===== config.mk =====
export PLATFORM = sky130hd
export DESIGN_NAME = disc_key_search_sequencer
export DESIGN_NICKNAME = d
export VERILOG_FILES = /design/src/logic/keysearch_pkg.sv /design/src/logic/disc_key_search_sequencer.sv
export SDC_FILE = /design/constraint.sdc
export NUM_CORES = 2
export LEC_CHECK = 0
export BUFFER_PORTS_ARGS = -buffer_cell sky130_fd_sc_hd__buf_4
export CORE_MARGIN = 2
export CORE_UTILIZATION = 36
export DETAILED_ROUTE_END_ITERATION = 16
export PLACE_DENSITY = 0.51
export SLEW_MARGIN = 20
export SYNTH_ARGS = -nofsm -noshare
export SYNTH_HDL_FRONTEND = slang
export SYNTH_SLANG_ARGS = --single-unit

===== constraint.sdc =====
create_clock -name ref_clk -period 4.1 [get_ports ref_clk]
set_input_delay 0.205 -clock ref_clk [delete_from_list [all_inputs] [get_ports ref_clk]]
set_output_delay 0.205 -clock ref_clk [all_outputs]
set_load 0.1 [all_outputs]

===== src/logic/keysearch_pkg.sv =====
// Constants and carriers for the disc keysearch sequencer.
// Assumes a single 20 MHz clock domain shared by bus and disc logic.
`default_nettype none
package keysearch_pkg;
   // AXI4-Lite register byte addresses
   localparam logic [7:0] CTRL_ADDR   = 8'h00;
   localparam logic [7:0] STATUS_ADDR = 8'h04;
   localparam logic [7:0] RESULT_ADDR = 8'h08;
   localparam logic [7:0] COUNT_ADDR  = 8'h0C;
   // Control register fields
   localparam int CTRL_GO_BIT     = 0;
   localparam int CTRL_RESULT_BIT = 1;
   // DMA microprogram steps
   localparam logic [5:0] STEP_JUMP_FROM = 6'd10;
   localparam logic [5:0] STEP_END_ADDR  = 6'd23;
   localparam logic [5:0] STEP_ZERO_KS   = 6'd24;
   localparam logic [5:0] STEP_BRANCH_TEST     = 6'd25;
   localparam logic [5:0] STEP_FETCH     = 6'd26;
   localparam logic [5:0] STEP_SAVE_HI   = 6'd28;
   localparam logic [5:0] STEP_FETCH_LO  = 6'd29;
   localparam logic [5:0] STEP_STORE_N   = 6'd31;
   localparam logic [5:0] STEP_FETCH_NS  = 6'd33;
   localparam logic [5:0] STEP_STORE_NS  = 6'd35;
   localparam logic [5:0] STEP_LOAD_S    = 6'd36;
   localparam logic [5:0] STEP_SAVE_ADDR = 6'd37;
   localparam logic [5:0] STEP_RELOAD    = 6'd38;
   localparam logic [5:0] STEP_IDLE      = 6'd39;
   localparam logic [5:0] STEP_WR_KEY    = 6'd40;
   localparam logic [5:0] STEP_STORE_S   = 6'd41;
   localparam logic [5:0] STEP_LOAD_END  = 6'd42;
   localparam logic [5:0] STEP_TEST_END  = 6'd43;
   localparam logic [5:0] STEP_RESULT    = 6'd46;
   localparam logic [5:0] STEP_HALT      = 6'd63;
   // Keysearch microprogram steps
   localparam logic [5:0] KS_ZERO_BKN = 6'd0;
   localparam logic [5:0] KS_ZERO_K   = 6'd1;
   localparam logic [5:0] KS_WAIT_SYN = 6'd2;
   localparam logic [5:0] KS_READCHK  = 6'd3;
   localparam logic [5:0] KS_WAIT_SEC = 6'd4;
   localparam logic [5:0] KS_WAIT_BYT = 6'd6;
   localparam logic [5:0] KS_COMPARE  = 6'd8;
   localparam logic [5:0] KS_STORE    = 6'd9;
   localparam logic [5:0] KS_LOOP     = 6'd11;
   localparam logic [5:0] KS_KEY_DONE = 6'd12;
   localparam logic [5:0] KS_HALT     = 6'd31;
   localparam logic [5:0] KS_SECTOR   = 6'd20;
   localparam logic [5:0] KS_SEC_CMP  = 6'd24;
   // Scratch pad slots
   localparam logic [3:0] SLOT_ADDR = 4'd0;
   localparam logic [3:0] SLOT_END  = 4'd1;
   localparam logic [3:0] SLOT_SIZE = 4'd2;
   localparam logic [3:0] SLOT_N    = 4'd3;
   localparam logic [3:0] SLOT_K    = 4'd4;
   localparam logic [3:0] SLOT_NS   = 4'd6;
   localparam logic [3:0] SLOT_BKN  = 4'd7;
   localparam logic [3:0] SLOT_KS   = 4'd8;
   // Sizes and timing
   localparam int         FIFO_DEPTH  = 64;
   localparam int         MAX_KEY     = 49;
   localparam logic [1:0] HOLD_CYCLES = 2'd2;
   localparam logic [3:0] BYTE_BITS   = 4'd8;
   localparam logic [7:0] PREAMBLE_BYTES = 8'd31;
   localparam logic [1:0] AXI_OKAY   = 2'b00;
   localparam logic [1:0] AXI_DECERR = 2'b11;

   typedef struct packed {
      logic [15:0] addr;
      logic        rd;
      logic        strobe;
   } dma_req_s;

   typedef enum logic [2:0] {
      SEQ_IDLE = 3'b001,
      SEQ_DMA  = 3'b010,
      SEQ_KEY  = 3'b100
   } seq_mode_e;
endpackage
`default_nettype wire


===== src/logic/disc_key_search_sequencer.sv =====
// Keysearch sequencer: DMA parameter fetch,
// argument key load and byte-serial key compare.
// Assumes bus and DMA answer on ref_clk;
// drive pins pass the synchronisers below.
//
// Summary of operation
// Step 10 jumps to 23; 23 saves end address
// Step 24 zeroes key size, slot 2
// Step 25: result mode to 46, else 26
// Step 26 DMA fetch; two hold clocks after byte
// Step 28 saves next address in slot 0
// Key count to slot 3, B cleared, per-sector to slot 6
// Step 36 loads key size; counted and written back
// Argument keys are 49 bytes at most; the code never checks MAX_KEY, and arg_cnt_q counts to 63 into 64-entry FIFOs
// Step 37 saves address, 38 reloads, 39 idles
// Step 40 stores key byte; 41 saves size; 42 end address
// Step 43: address-equal halts at 63, else to 36
// Search: 0 zeroes slot 7, 1 slot 4, 2 awaits sync
// Step 3 sets operation and read latches; errors ignored
// Zero per key byte in best FIFO A; bytes recirculate
// One best FIFO supplies, other stores; swap on trial best
// Read gate on: read clock shifts bits; 8 make a byte
// Byte ready sets step 7, step 8 a clock later; FIFO heads compared, recirculated
// Two latch pairs; first unequal byte locks each pair
// Both within-bounds mean trial best; step 9 stores byte
// Byte count equals key size: step 12, else 11 to 6
// Steps 12-15 count keys in slot 4, best in 7; halt at 31
// Steps 20-24 count sector keys in slot 8 against slot 6
`timescale 1ns/100ps
`default_nettype none
module disc_key_search_sequencer
   import keysearch_pkg::*;
(
   input  wire logic        ref_clk,
   input  wire logic        rst_n,
   // AXI4-Lite slave
   input  wire logic [7:0]  s_axi_awaddr,
   input  wire logic        s_axi_awvalid,
   output var  logic        s_axi_awready,
   input  wire logic [31:0] s_axi_wdata,
   input  wire logic [3:0]  s_axi_wstrb,
   input  wire logic        s_axi_wvalid,
   output var  logic        s_axi_wready,
   output var  logic [1:0]  s_axi_bresp,
   output var  logic        s_axi_bvalid,
   input  wire logic        s_axi_bready,
   input  wire logic [7:0]  s_axi_araddr,
   input  wire logic        s_axi_arvalid,
   output var  logic        s_axi_arready,
   output var  logic [31:0] s_axi_rdata,
   output var  logic [1:0]  s_axi_rresp,
   output var  logic        s_axi_rvalid,
   input  wire logic        s_axi_rready,
   // CPU memory DMA side
   output var  dma_req_s    dma_req,
   input  wire logic        dma_done,
   input  wire logic [7:0]  dma_data,
   // Disc drive side
   input  wire logic        sector_minus_one_sync_n,
   input  wire logic        sector_pulse_n,
   input  wire logic        drive_read_clock,
   input  wire logic        drive_read_bit,
   output var  logic        disc_read_gate,
   output var  logic        search_done
);
   // Two-flop synchronisers on all drive pins
   logic [3:0] pin_s1_q;
   logic [3:0] pin_s2_q;
   logic       rclk_prev_q;
   always_ff @(posedge ref_clk or negedge rst_n)
   begin
      if (!rst_n)
      begin
         pin_s1_q    <= 4'h0;
         pin_s2_q    <= 4'h0;
         rclk_prev_q <= 1'b0;
      end
      else
      begin
         pin_s1_q    <= {~sector_minus_one_sync_n, ~sector_pulse_n,
                         drive_read_clock, drive_read_bit};
         pin_s2_q    <= pin_s1_q;
         rclk_prev_q <= pin_s2_q[1];
      end
   end
   logic syn_m1;
   logic sec_pls;
   logic rclk_rise;
   assign syn_m1    = pin_s2_q[3];
   assign sec_pls   = pin_s2_q[2];
   assign rclk_rise = pin_s2_q[1] & ~rclk_prev_q;

   // Registers and storage
   seq_mode_e   mode_q;
   logic [5:0]  step_q;
   logic [15:0] a_reg_q;
   logic [15:0] b_reg_q;
   logic [15:0] scratch_q [0:15];
   logic [7:0]  arg_fifo_q [0:FIFO_DEPTH-1];
   logic [7:0]  best_fifo_q [0:1][0:FIFO_DEPTH-1];
   logic [5:0]  arg_cnt_q;
   logic [5:0]  byte_idx_q;
   logic        best_sel_q;   // FIFO now supplying comparison bytes
   logic [1:0]  hold_q;
   logic        wait_dma_q;
   logic        result_mode_q;
   logic        addr_equal_q;
   logic        op_latch_q;
   logic        read_enable_q;
   logic [3:0]  bit_cnt_q;
   logic [7:0]  preamble_q;
   logic [7:0]  shift_q;
   logic [7:0]  out_byte_q;
   logic        byte_ready_q;
   logic [3:0]  cmp_q;        // {c_in, c_out, b_in, b_out}
   logic        trial_best_flag;
   logic [15:0] start_addr_q;
   logic [15:0] end_addr_q;
   logic        go_q;

   assign trial_best_flag = cmp_q[3] & cmp_q[1];

   // Byte compare helper: 2'b10 greater, 2'b01 less, 2'b00 equal
   function automatic logic [1:0] byte_cmp(input logic [7:0] x,
                                           input logic [7:0] y);
      byte_cmp = {x > y, x < y};
   endfunction

   // Bit assembly; preamble bytes dropped
   always_ff @(posedge ref_clk or negedge rst_n)
   begin
      if (!rst_n)
      begin
         bit_cnt_q    <= 4'h0;
         shift_q      <= 8'h00;
         out_byte_q   <= 8'h00;
         byte_ready_q <= 1'b0;
         preamble_q   <= 8'h00;
      end
      else
      begin
         byte_ready_q <= 1'b0;
         if (!read_enable_q)
         begin
            bit_cnt_q  <= 4'h0;
            preamble_q <= 8'h00;
         end
         else if (rclk_rise)
         begin
            shift_q <= {shift_q[6:0], pin_s2_q[0]};
            if (bit_cnt_q == BYTE_BITS - 4'd1)
            begin
               bit_cnt_q <= 4'h0;
               if (preamble_q == PREAMBLE_BYTES)
               begin
                  byte_ready_q <= 1'b1;
                  out_byte_q   <= {shift_q[6:0], pin_s2_q[0]};
               end
               else
                  preamble_q <= preamble_q + 8'd1;
            end
            else
               bit_cnt_q <= bit_cnt_q + 4'd1;
         end
      end
   end

   // Microprogram sequencer and data path
   logic [7:0] arg_head;
   logic [7:0] best_head;
   assign arg_head  = arg_fifo_q[0];
   assign best_head = best_fifo_q[best_sel_q][0];

   always_ff @(posedge ref_clk or negedge rst_n)
   begin
      if (!rst_n)
      begin
         mode_q        <= SEQ_IDLE;
         step_q        <= 6'd0;
         a_reg_q       <= 16'h0000;
         b_reg_q       <= 16'h0000;
         hold_q        <= 2'd0;
         wait_dma_q    <= 1'b0;
         addr_equal_q  <= 1'b0;
         op_latch_q    <= 1'b0;
         read_enable_q <= 1'b0;
         cmp_q         <= 4'h0;
         best_sel_q    <= 1'b0;
         arg_cnt_q     <= 6'd0;
         byte_idx_q    <= 6'd0;
         dma_req       <= '0;
         search_done   <= 1'b0;
         for (int i = 0; i < 16; i++)
            scratch_q[i] <= 16'h0000;
      end
      else
      begin
         dma_req.strobe <= 1'b0;
         case (mode_q)
         SEQ_IDLE:
         begin
            if (go_q)
            begin
               mode_q      <= SEQ_DMA;
               search_done <= 1'b0;
               a_reg_q     <= start_addr_q;
               b_reg_q     <= end_addr_q;
               arg_cnt_q   <= 6'd0;
               addr_equal_q <= 1'b0;
               step_q      <= STEP_JUMP_FROM;
            end
         end
         SEQ_DMA:
         begin
            if (wait_dma_q)
            begin
               if (dma_done)
               begin
                  wait_dma_q <= 1'b0;
                  dma_req.rd <= 1'b0;
                  hold_q     <= HOLD_CYCLES;
                  b_reg_q    <= {8'h00, dma_data};
               end
            end
            else if (hold_q != 2'd0)
               hold_q <= hold_q - 2'd1;
            else
            begin
               step_q <= step_q + 6'd1;
               case (step_q)
               STEP_JUMP_FROM: step_q <= STEP_END_ADDR;
               STEP_END_ADDR: scratch_q[SLOT_END] <= b_reg_q;
               STEP_ZERO_KS: scratch_q[SLOT_SIZE] <= 16'h0000;
               STEP_BRANCH_TEST:
                  if (result_mode_q)
                     step_q <= STEP_RESULT;
               STEP_FETCH, STEP_FETCH_LO, STEP_FETCH_NS, STEP_RELOAD:
               begin

                  dma_req.addr   <= a_reg_q;
                  dma_req.rd     <= 1'b1;
                  dma_req.strobe <= 1'b1;
                  wait_dma_q     <= 1'b1;
               end
               STEP_SAVE_HI, STEP_SAVE_ADDR:
               begin

                  a_reg_q              <= a_reg_q + 16'd1;
                  scratch_q[SLOT_ADDR] <= a_reg_q + 16'd1;
               end
               STEP_STORE_N:
               begin
                  scratch_q[SLOT_N] <= b_reg_q;
                  b_reg_q           <= 16'h0000;
                  a_reg_q           <= a_reg_q + 16'd1;
                  step_q            <= STEP_FETCH_NS;
               end
               STEP_STORE_NS:
                  scratch_q[SLOT_NS] <= b_reg_q;
               STEP_LOAD_S: b_reg_q <= scratch_q[SLOT_SIZE];
               STEP_IDLE: ;
               STEP_WR_KEY:
               begin

                  arg_fifo_q[arg_cnt_q]        <= b_reg_q[7:0];
                  best_fifo_q[0][arg_cnt_q]    <= 8'h00;
                  arg_cnt_q                    <= arg_cnt_q + 6'd1;
                  b_reg_q <= {10'h000, arg_cnt_q} + 16'd1;
               end
               STEP_STORE_S: scratch_q[SLOT_SIZE] <= b_reg_q;
               STEP_LOAD_END: b_reg_q <= scratch_q[SLOT_END];
               STEP_TEST_END:
                  if (a_reg_q == b_reg_q)
                  begin
                     addr_equal_q <= 1'b1;
                     step_q       <= STEP_HALT;
                  end
                  else
                     step_q <= STEP_LOAD_S;
               STEP_RESULT: mode_q <= SEQ_IDLE;
               STEP_HALT:
               begin
                  mode_q     <= SEQ_KEY;
                  step_q     <= KS_ZERO_BKN;
                  best_sel_q <= 1'b0;
               end
               default: ;
               endcase
            end
         end
         SEQ_KEY:
         begin
            step_q <= step_q + 6'd1;
            case (step_q)
            KS_ZERO_BKN: scratch_q[SLOT_BKN] <= 16'h0000;
            KS_ZERO_K: scratch_q[SLOT_K] <= 16'h0000;
            KS_WAIT_SYN:
               if (!syn_m1)
                  step_q <= KS_WAIT_SYN;
            KS_READCHK:
            begin
               op_latch_q    <= 1'b1;
               read_enable_q <= 1'b1;
            end
            KS_WAIT_SEC:
            begin
               scratch_q[SLOT_KS] <= 16'h0000;
               if (!sec_pls)
                  step_q <= KS_WAIT_SEC;
            end
            6'd5: byte_idx_q <= 6'd0;
            KS_WAIT_BYT:
               if (!byte_ready_q)
                  step_q <= KS_WAIT_BYT;
            6'd7: ;
            KS_COMPARE:
            begin
               // first unequal byte decides
               if (cmp_q[3:2] == 2'b00)
                  cmp_q[3:2] <= byte_cmp(arg_head, out_byte_q);
               if (cmp_q[1:0] == 2'b00)
                  cmp_q[1:0] <= byte_cmp(out_byte_q, best_head);
               for (int i = 0; i < FIFO_DEPTH - 1; i++)
               begin
                  arg_fifo_q[i]              <= arg_fifo_q[i+1];
                  best_fifo_q[best_sel_q][i] <= best_fifo_q[best_sel_q][i+1];
               end
               // recirculate at key tail
               arg_fifo_q[arg_cnt_q-6'd1] <= arg_head;
               best_fifo_q[best_sel_q][arg_cnt_q-6'd1] <= best_head;
            end
            KS_STORE:
            begin
               best_fifo_q[~best_sel_q][byte_idx_q] <= out_byte_q;
               byte_idx_q <= byte_idx_q + 6'd1;
            end
            6'd10: ;
            KS_LOOP:
               if (byte_idx_q != scratch_q[SLOT_SIZE][5:0])
                  step_q <= KS_WAIT_BYT;
            KS_KEY_DONE:
            begin
               // steps 12 to 15 folded
               scratch_q[SLOT_K] <= scratch_q[SLOT_K] + 16'd1;
               if (trial_best_flag)
               begin
                  scratch_q[SLOT_BKN] <= scratch_q[SLOT_K] + 16'd1;
                  best_sel_q          <= ~best_sel_q;
               end
               cmp_q  <= 4'h0;
               step_q <= (scratch_q[SLOT_K] + 16'd1 == scratch_q[SLOT_N])
                         ? KS_HALT : KS_SECTOR;
            end
            KS_SECTOR:
               scratch_q[SLOT_KS] <= scratch_q[SLOT_KS] + 16'd1;
            KS_SEC_CMP - 6'd3, KS_SEC_CMP - 6'd2, KS_SEC_CMP - 6'd1: ;
            KS_SEC_CMP:
               step_q <= (scratch_q[SLOT_KS] == scratch_q[SLOT_NS])
                         ? KS_WAIT_SEC : KS_WAIT_BYT;
            KS_HALT:
            begin
               read_enable_q <= 1'b0;
               op_latch_q    <= 1'b0;
               search_done   <= 1'b1;
               mode_q        <= SEQ_IDLE;
            end
            default: step_q <= KS_HALT;
            endcase
         end
         default: mode_q <= SEQ_IDLE;
         endcase
      end
   end

   always_ff @(posedge ref_clk or negedge rst_n)
   begin
      if (!rst_n)
         disc_read_gate <= 1'b0;
      else
         disc_read_gate <= read_enable_q;
   end

   // AXI4-Lite write; both channels taken together
   always_ff @(posedge ref_clk or negedge rst_n)
   begin
      if (!rst_n)
      begin
         s_axi_awready <= 1'b0;
         s_axi_wready  <= 1'b0;
         s_axi_bvalid  <= 1'b0;
         s_axi_bresp   <= AXI_OKAY;
         go_q          <= 1'b0;
         result_mode_q <= 1'b0;
         start_addr_q  <= 16'h0000;
         end_addr_q    <= 16'h0000;
      end
      else
      begin
         s_axi_awready <= 1'b0;
         s_axi_wready  <= 1'b0;
         go_q          <= 1'b0;
         if (s_axi_bvalid && s_axi_bready)
            s_axi_bvalid <= 1'b0;
         else if (s_axi_awvalid && s_axi_wvalid && !s_axi_bvalid
                  && !s_axi_awready)
         begin
            s_axi_awready <= 1'b1;
            s_axi_wready  <= 1'b1;
            s_axi_bvalid  <= 1'b1;
            s_axi_bresp   <= AXI_OKAY;
            case (s_axi_awaddr)
            CTRL_ADDR:
            begin
               go_q          <= s_axi_wdata[CTRL_GO_BIT] & s_axi_wstrb[0];
               result_mode_q <= s_axi_wdata[CTRL_RESULT_BIT];
            end
            COUNT_ADDR:
            begin
               start_addr_q <= s_axi_wdata[15:0];
               end_addr_q   <= s_axi_wdata[31:16];
            end
            STATUS_ADDR, RESULT_ADDR: ;
            default: s_axi_bresp <= AXI_DECERR;
            endcase
         end
      end
   end

   always_ff @(posedge ref_clk or negedge rst_n)
   begin
      if (!rst_n)
      begin
         s_axi_arready <= 1'b0;
         s_axi_rvalid  <= 1'b0;
         s_axi_rdata   <= 32'h0000_0000;
         s_axi_rresp   <= AXI_OKAY;
      end
      else
      begin
         s_axi_arready <= 1'b0;
         if (s_axi_rvalid && s_axi_rready)
            s_axi_rvalid <= 1'b0;
         else if (s_axi_arvalid && !s_axi_rvalid && !s_axi_arready)
         begin
            s_axi_arready <= 1'b1;
            s_axi_rvalid  <= 1'b1;
            s_axi_rresp   <= AXI_OKAY;
            case (s_axi_araddr)
            CTRL_ADDR: s_axi_rdata <= {30'h0, result_mode_q, 1'b0};
            STATUS_ADDR: s_axi_rdata <= {16'h0, mode_q, best_sel_q,
                                         addr_equal_q, op_latch_q,
                                         search_done, step_q, 3'h0};
            RESULT_ADDR: s_axi_rdata <= {scratch_q[SLOT_K],
                                         scratch_q[SLOT_BKN]};
            COUNT_ADDR: s_axi_rdata <= {end_addr_q, start_addr_q};
            default:
            begin
               s_axi_rdata <= 32'h0000_0000;
               s_axi_rresp <= AXI_DECERR;
            end
            endcase
         end
      end
   end
endmodule
`default_nettype wire


==> out/results.ini <==
[synthesis]
ys_types=88
synthCells=6910
async_reset_ff_share_pct=16.5
yosys_register_bits=1840
synth_simple_gate_area_share_pct=7.79
synthAdderAreaFrac_pct=0.472
synth_top_family_by_area=multiplexers
synth_flop_cell=edfxtp_1
synth_area_sq_um=84800
synth_area_per_cell_sq_um=12.3
synth-edff-count=1536
synth_compound_area_share_pct=11.4
synthMuxAreaShare_pct=13.2
yosysSeqAreaShare_pct=63.4
syn-num-nets=7014
yosys.area_share.xor_xnor_pct=1.00
ys_warn_count=0

[sta]
fin_crit_sh_pct=97.9
slew_viol_final=0
grt_setup_unrepaired=true
tns_ns=0
hold_viol_final=0
setup_viol=0
max_freq_ghz=0.249
setup_ws_ns=0.0879
worst_slew_pin_slew_ns=1.19
fin_worst_skew_ns=0.0422
fin_crit_ns=4.01
relSlewSlack_pct=20.5

[worst_setup_path]
crit_path_end_kind=flop
crit_path_top_delay_cell=nor2_1
cp_data_arrival_time_ns=4.48
cp_data_required_time_ns=4.57
start_kind=flop
cp_max_fo=24
worstPathCellList=or3b_1 > buf_4 > nor3_2 > nand3_2 > buf_4 > nor2_1 > and3_1 > a21oi_1 > nor2_1
max_stage_delay_ns=0.68
crit_type=reg -> reg

[detailed_routing]
ant_nets=0
via_count=56429
wl_per_cell_microns=23.6
dr.pass1.iters=6
vias_per_cell=5.41
routed_wl_microns=246000
drtIter0Drc=4571
drc=0

[cts]
post_cts_buffers=0
clockBufferDepth=3
cts-root-buf=clkbuf_16
clkTransAtPathRegs_ns=0.06
cts_buffers=201
htreeDepth=4
clock_sinks=1840
cts_tree=yes
clk_latency_ns=0.85

[placement]
gp_congestion=0.887
dpl_worst_slack_ns=0.156
numPortBuffers=129
place_hpwl_microns=156000

[layout]
syn_to_final_growth_pct=15.8
mostFrequentLayoutCell=edfxtp_1
drive_gt1_share_pct=19.6
nets=7226
final_cell_mix=1536 x edfxtp_1, 862 x nor2_1, 757 x o21ai_0

[global_route]
grt_max_degree=136
grt.total_usage_pct=20.3
antenna_found_initial=3
grt_first_pass_wirelength_microns=368000
grt.overflow.total=0
grt_pass1_vias=56237

[floorplan]
die_x_microns=489
fp.dieH_microns=489
ioPinCount=133
rows=178
start_util_pct=36.1
core_sq_um=235000
dieArea_sq_um=239000

[power]
power_density_nw_per_um2=392
p_leak_uw=0.0366
irDropWorstVdd_mv=0.402

[run]
drv_cap=0

[worst_hold_path]
min_path_type=in -> reg

[status]
outcome=finished, final reports clean

==> worst max-delay path: cells and delay by family, from the launching register on <==
family          cells  cell delay (ns)
flops               1             0.48
compound gates      1             0.26
simple gates        6             2.36
buf+inv             2             0.50
==> path summary, 6_finish.rpt <==
kind | startpoint | end | slack (ns) | cells past startpoint
setup / recovery | mode_q[2]$_DFFE_PN0P_ | best_fifo_q[1][266]$_DFFE_PP_ | 0.09 | 9
hold / removal | sector_minus_one_sync_n | pin_s1_q[3]$_DFF_PN0_ | 0.06 | 3
setup reg to reg | mode_q[2]$_DFFE_PN0P_ | best_fifo_q[1][266]$_DFFE_PP_ | 0.09 | 9
hold reg to reg | pin_s1_q[0]$_DFF_PN0_ | pin_s2_q[0]$_DFF_PN0_ | 0.35 | 0
max in group asynchronous | rst_n | pin_s2_q[0]$_DFF_PN0_ | 1.96 | 5
min in group asynchronous | rst_n | s_axi_rdata[11]$_DFFE_PN0P_ | 0.16 | 3
==> stage by stage <==
step | hold slack (ns) | instance area, sq um | std cells | util [%] | power [uW]
after CTS | 0.00818 | 98100 | 10436 | 41.8 | 38800
final | 0.0563 | 98200 | 10440 | 41.8 | 38500
after global routing | 0.0330 | 98200 | 10438 | 41.8 | 39600
after detailed placement | 0.333 | 90900 | 10001 | 38.7 | 20700
after global placement | 0.332 | 90900 | 10001 | 38.7 | 20700
after floorplan | -0.0906 | 84800 | 6910 | - | 20500
==> what timing repair did <==
action,in CTS,in global routing
gates resized for setup,0,4
setup endpoints to repair,0,33
endpoints found under the hold margin,125,0
hold buffers,68,0
==> area by class of cell <==
class | instances | area (sq um)
tap | 3150 | 3940
multi-input combinational | 4479 | 29100
inverter | 59 | 221
fill | 21983 | 137000
sequential | 1840 | 53700
timing repair buffer | 541 | 4700
antenna | 4 | 10.0
clock buffer | 248 | 5360
clock inverter | 119 | 1170
==> cells in the mapped netlist, types with 57 or more instances <==
cell type,count,area share [%]
clkbuf_1,433,1.9
nor2_1,869,3.8
dfrtp_1,303,8.9
o21ai_0,766,4.5
o21ai_1,76,0.45
edfxtp_1,1536,54
a21oi_1,753,4.4
mux2_2,511,6.8
inv_1,57,0.25
nand2_1,258,1.1
buf_2,78,0.46
mux2i_1,540,6.4
==> cell families (layout without fill, tap and decap cells) <==
family / count (synthesis) / after routing
flip-flops: 1840 / 1840
AO/OA/AOI/OAI: 1809 / 1809
AND/OR/NAND/NOR: 1490 / 1490
multiplexers: 1051 / 1051
buffers and inverters: 591 / 967
XOR/XNOR: 97 / 97
adder cells (fa/ha/maj): 32 / 32
other: 0 / 4
==> per-layer routing <==
metal	track usage (%)	share of wire [%]	vias up
li1	-	-	25960
met1	28.7	45	28595
met2	33.0	47	1518
met3	2.73	5.2	356
met4	5.18	2.4	0
met5	0	0	-
==> sequential cells by signal, summed over array words and instances (netlist names), 4 cells and up <==
| register | flops |
|---|---|
| a_reg_q | 16 |
| arg_cnt_q | 6 |
| arg_fifo_q | 512 |
| b_reg_q | 16 |
| best_fifo_q | 1024 |
| bit_cnt_q | 4 |
| byte_idx_q | 6 |
| cmp_q | 4 |
| dma_req | 18 |
| end_addr_q | 16 |
| out_byte_q | 8 |
| pin_s1_q | 4 |
| pin_s2_q | 4 |
| preamble_q | 8 |
| s_axi_rdata | 32 |
| scratch_q | 112 |
| shift_q | 7 |
| start_addr_q | 16 |
| step_q | 6 |
==> report_power, final <==
part / total, uW / internal (uW) / switching, uW
clock network: 18100 / 10400 / 7680
logic: 330 / 125 / 205
registers: 20000 / 20000 / 21.8
No activity file was read; power rests on OpenSTA's default activity.
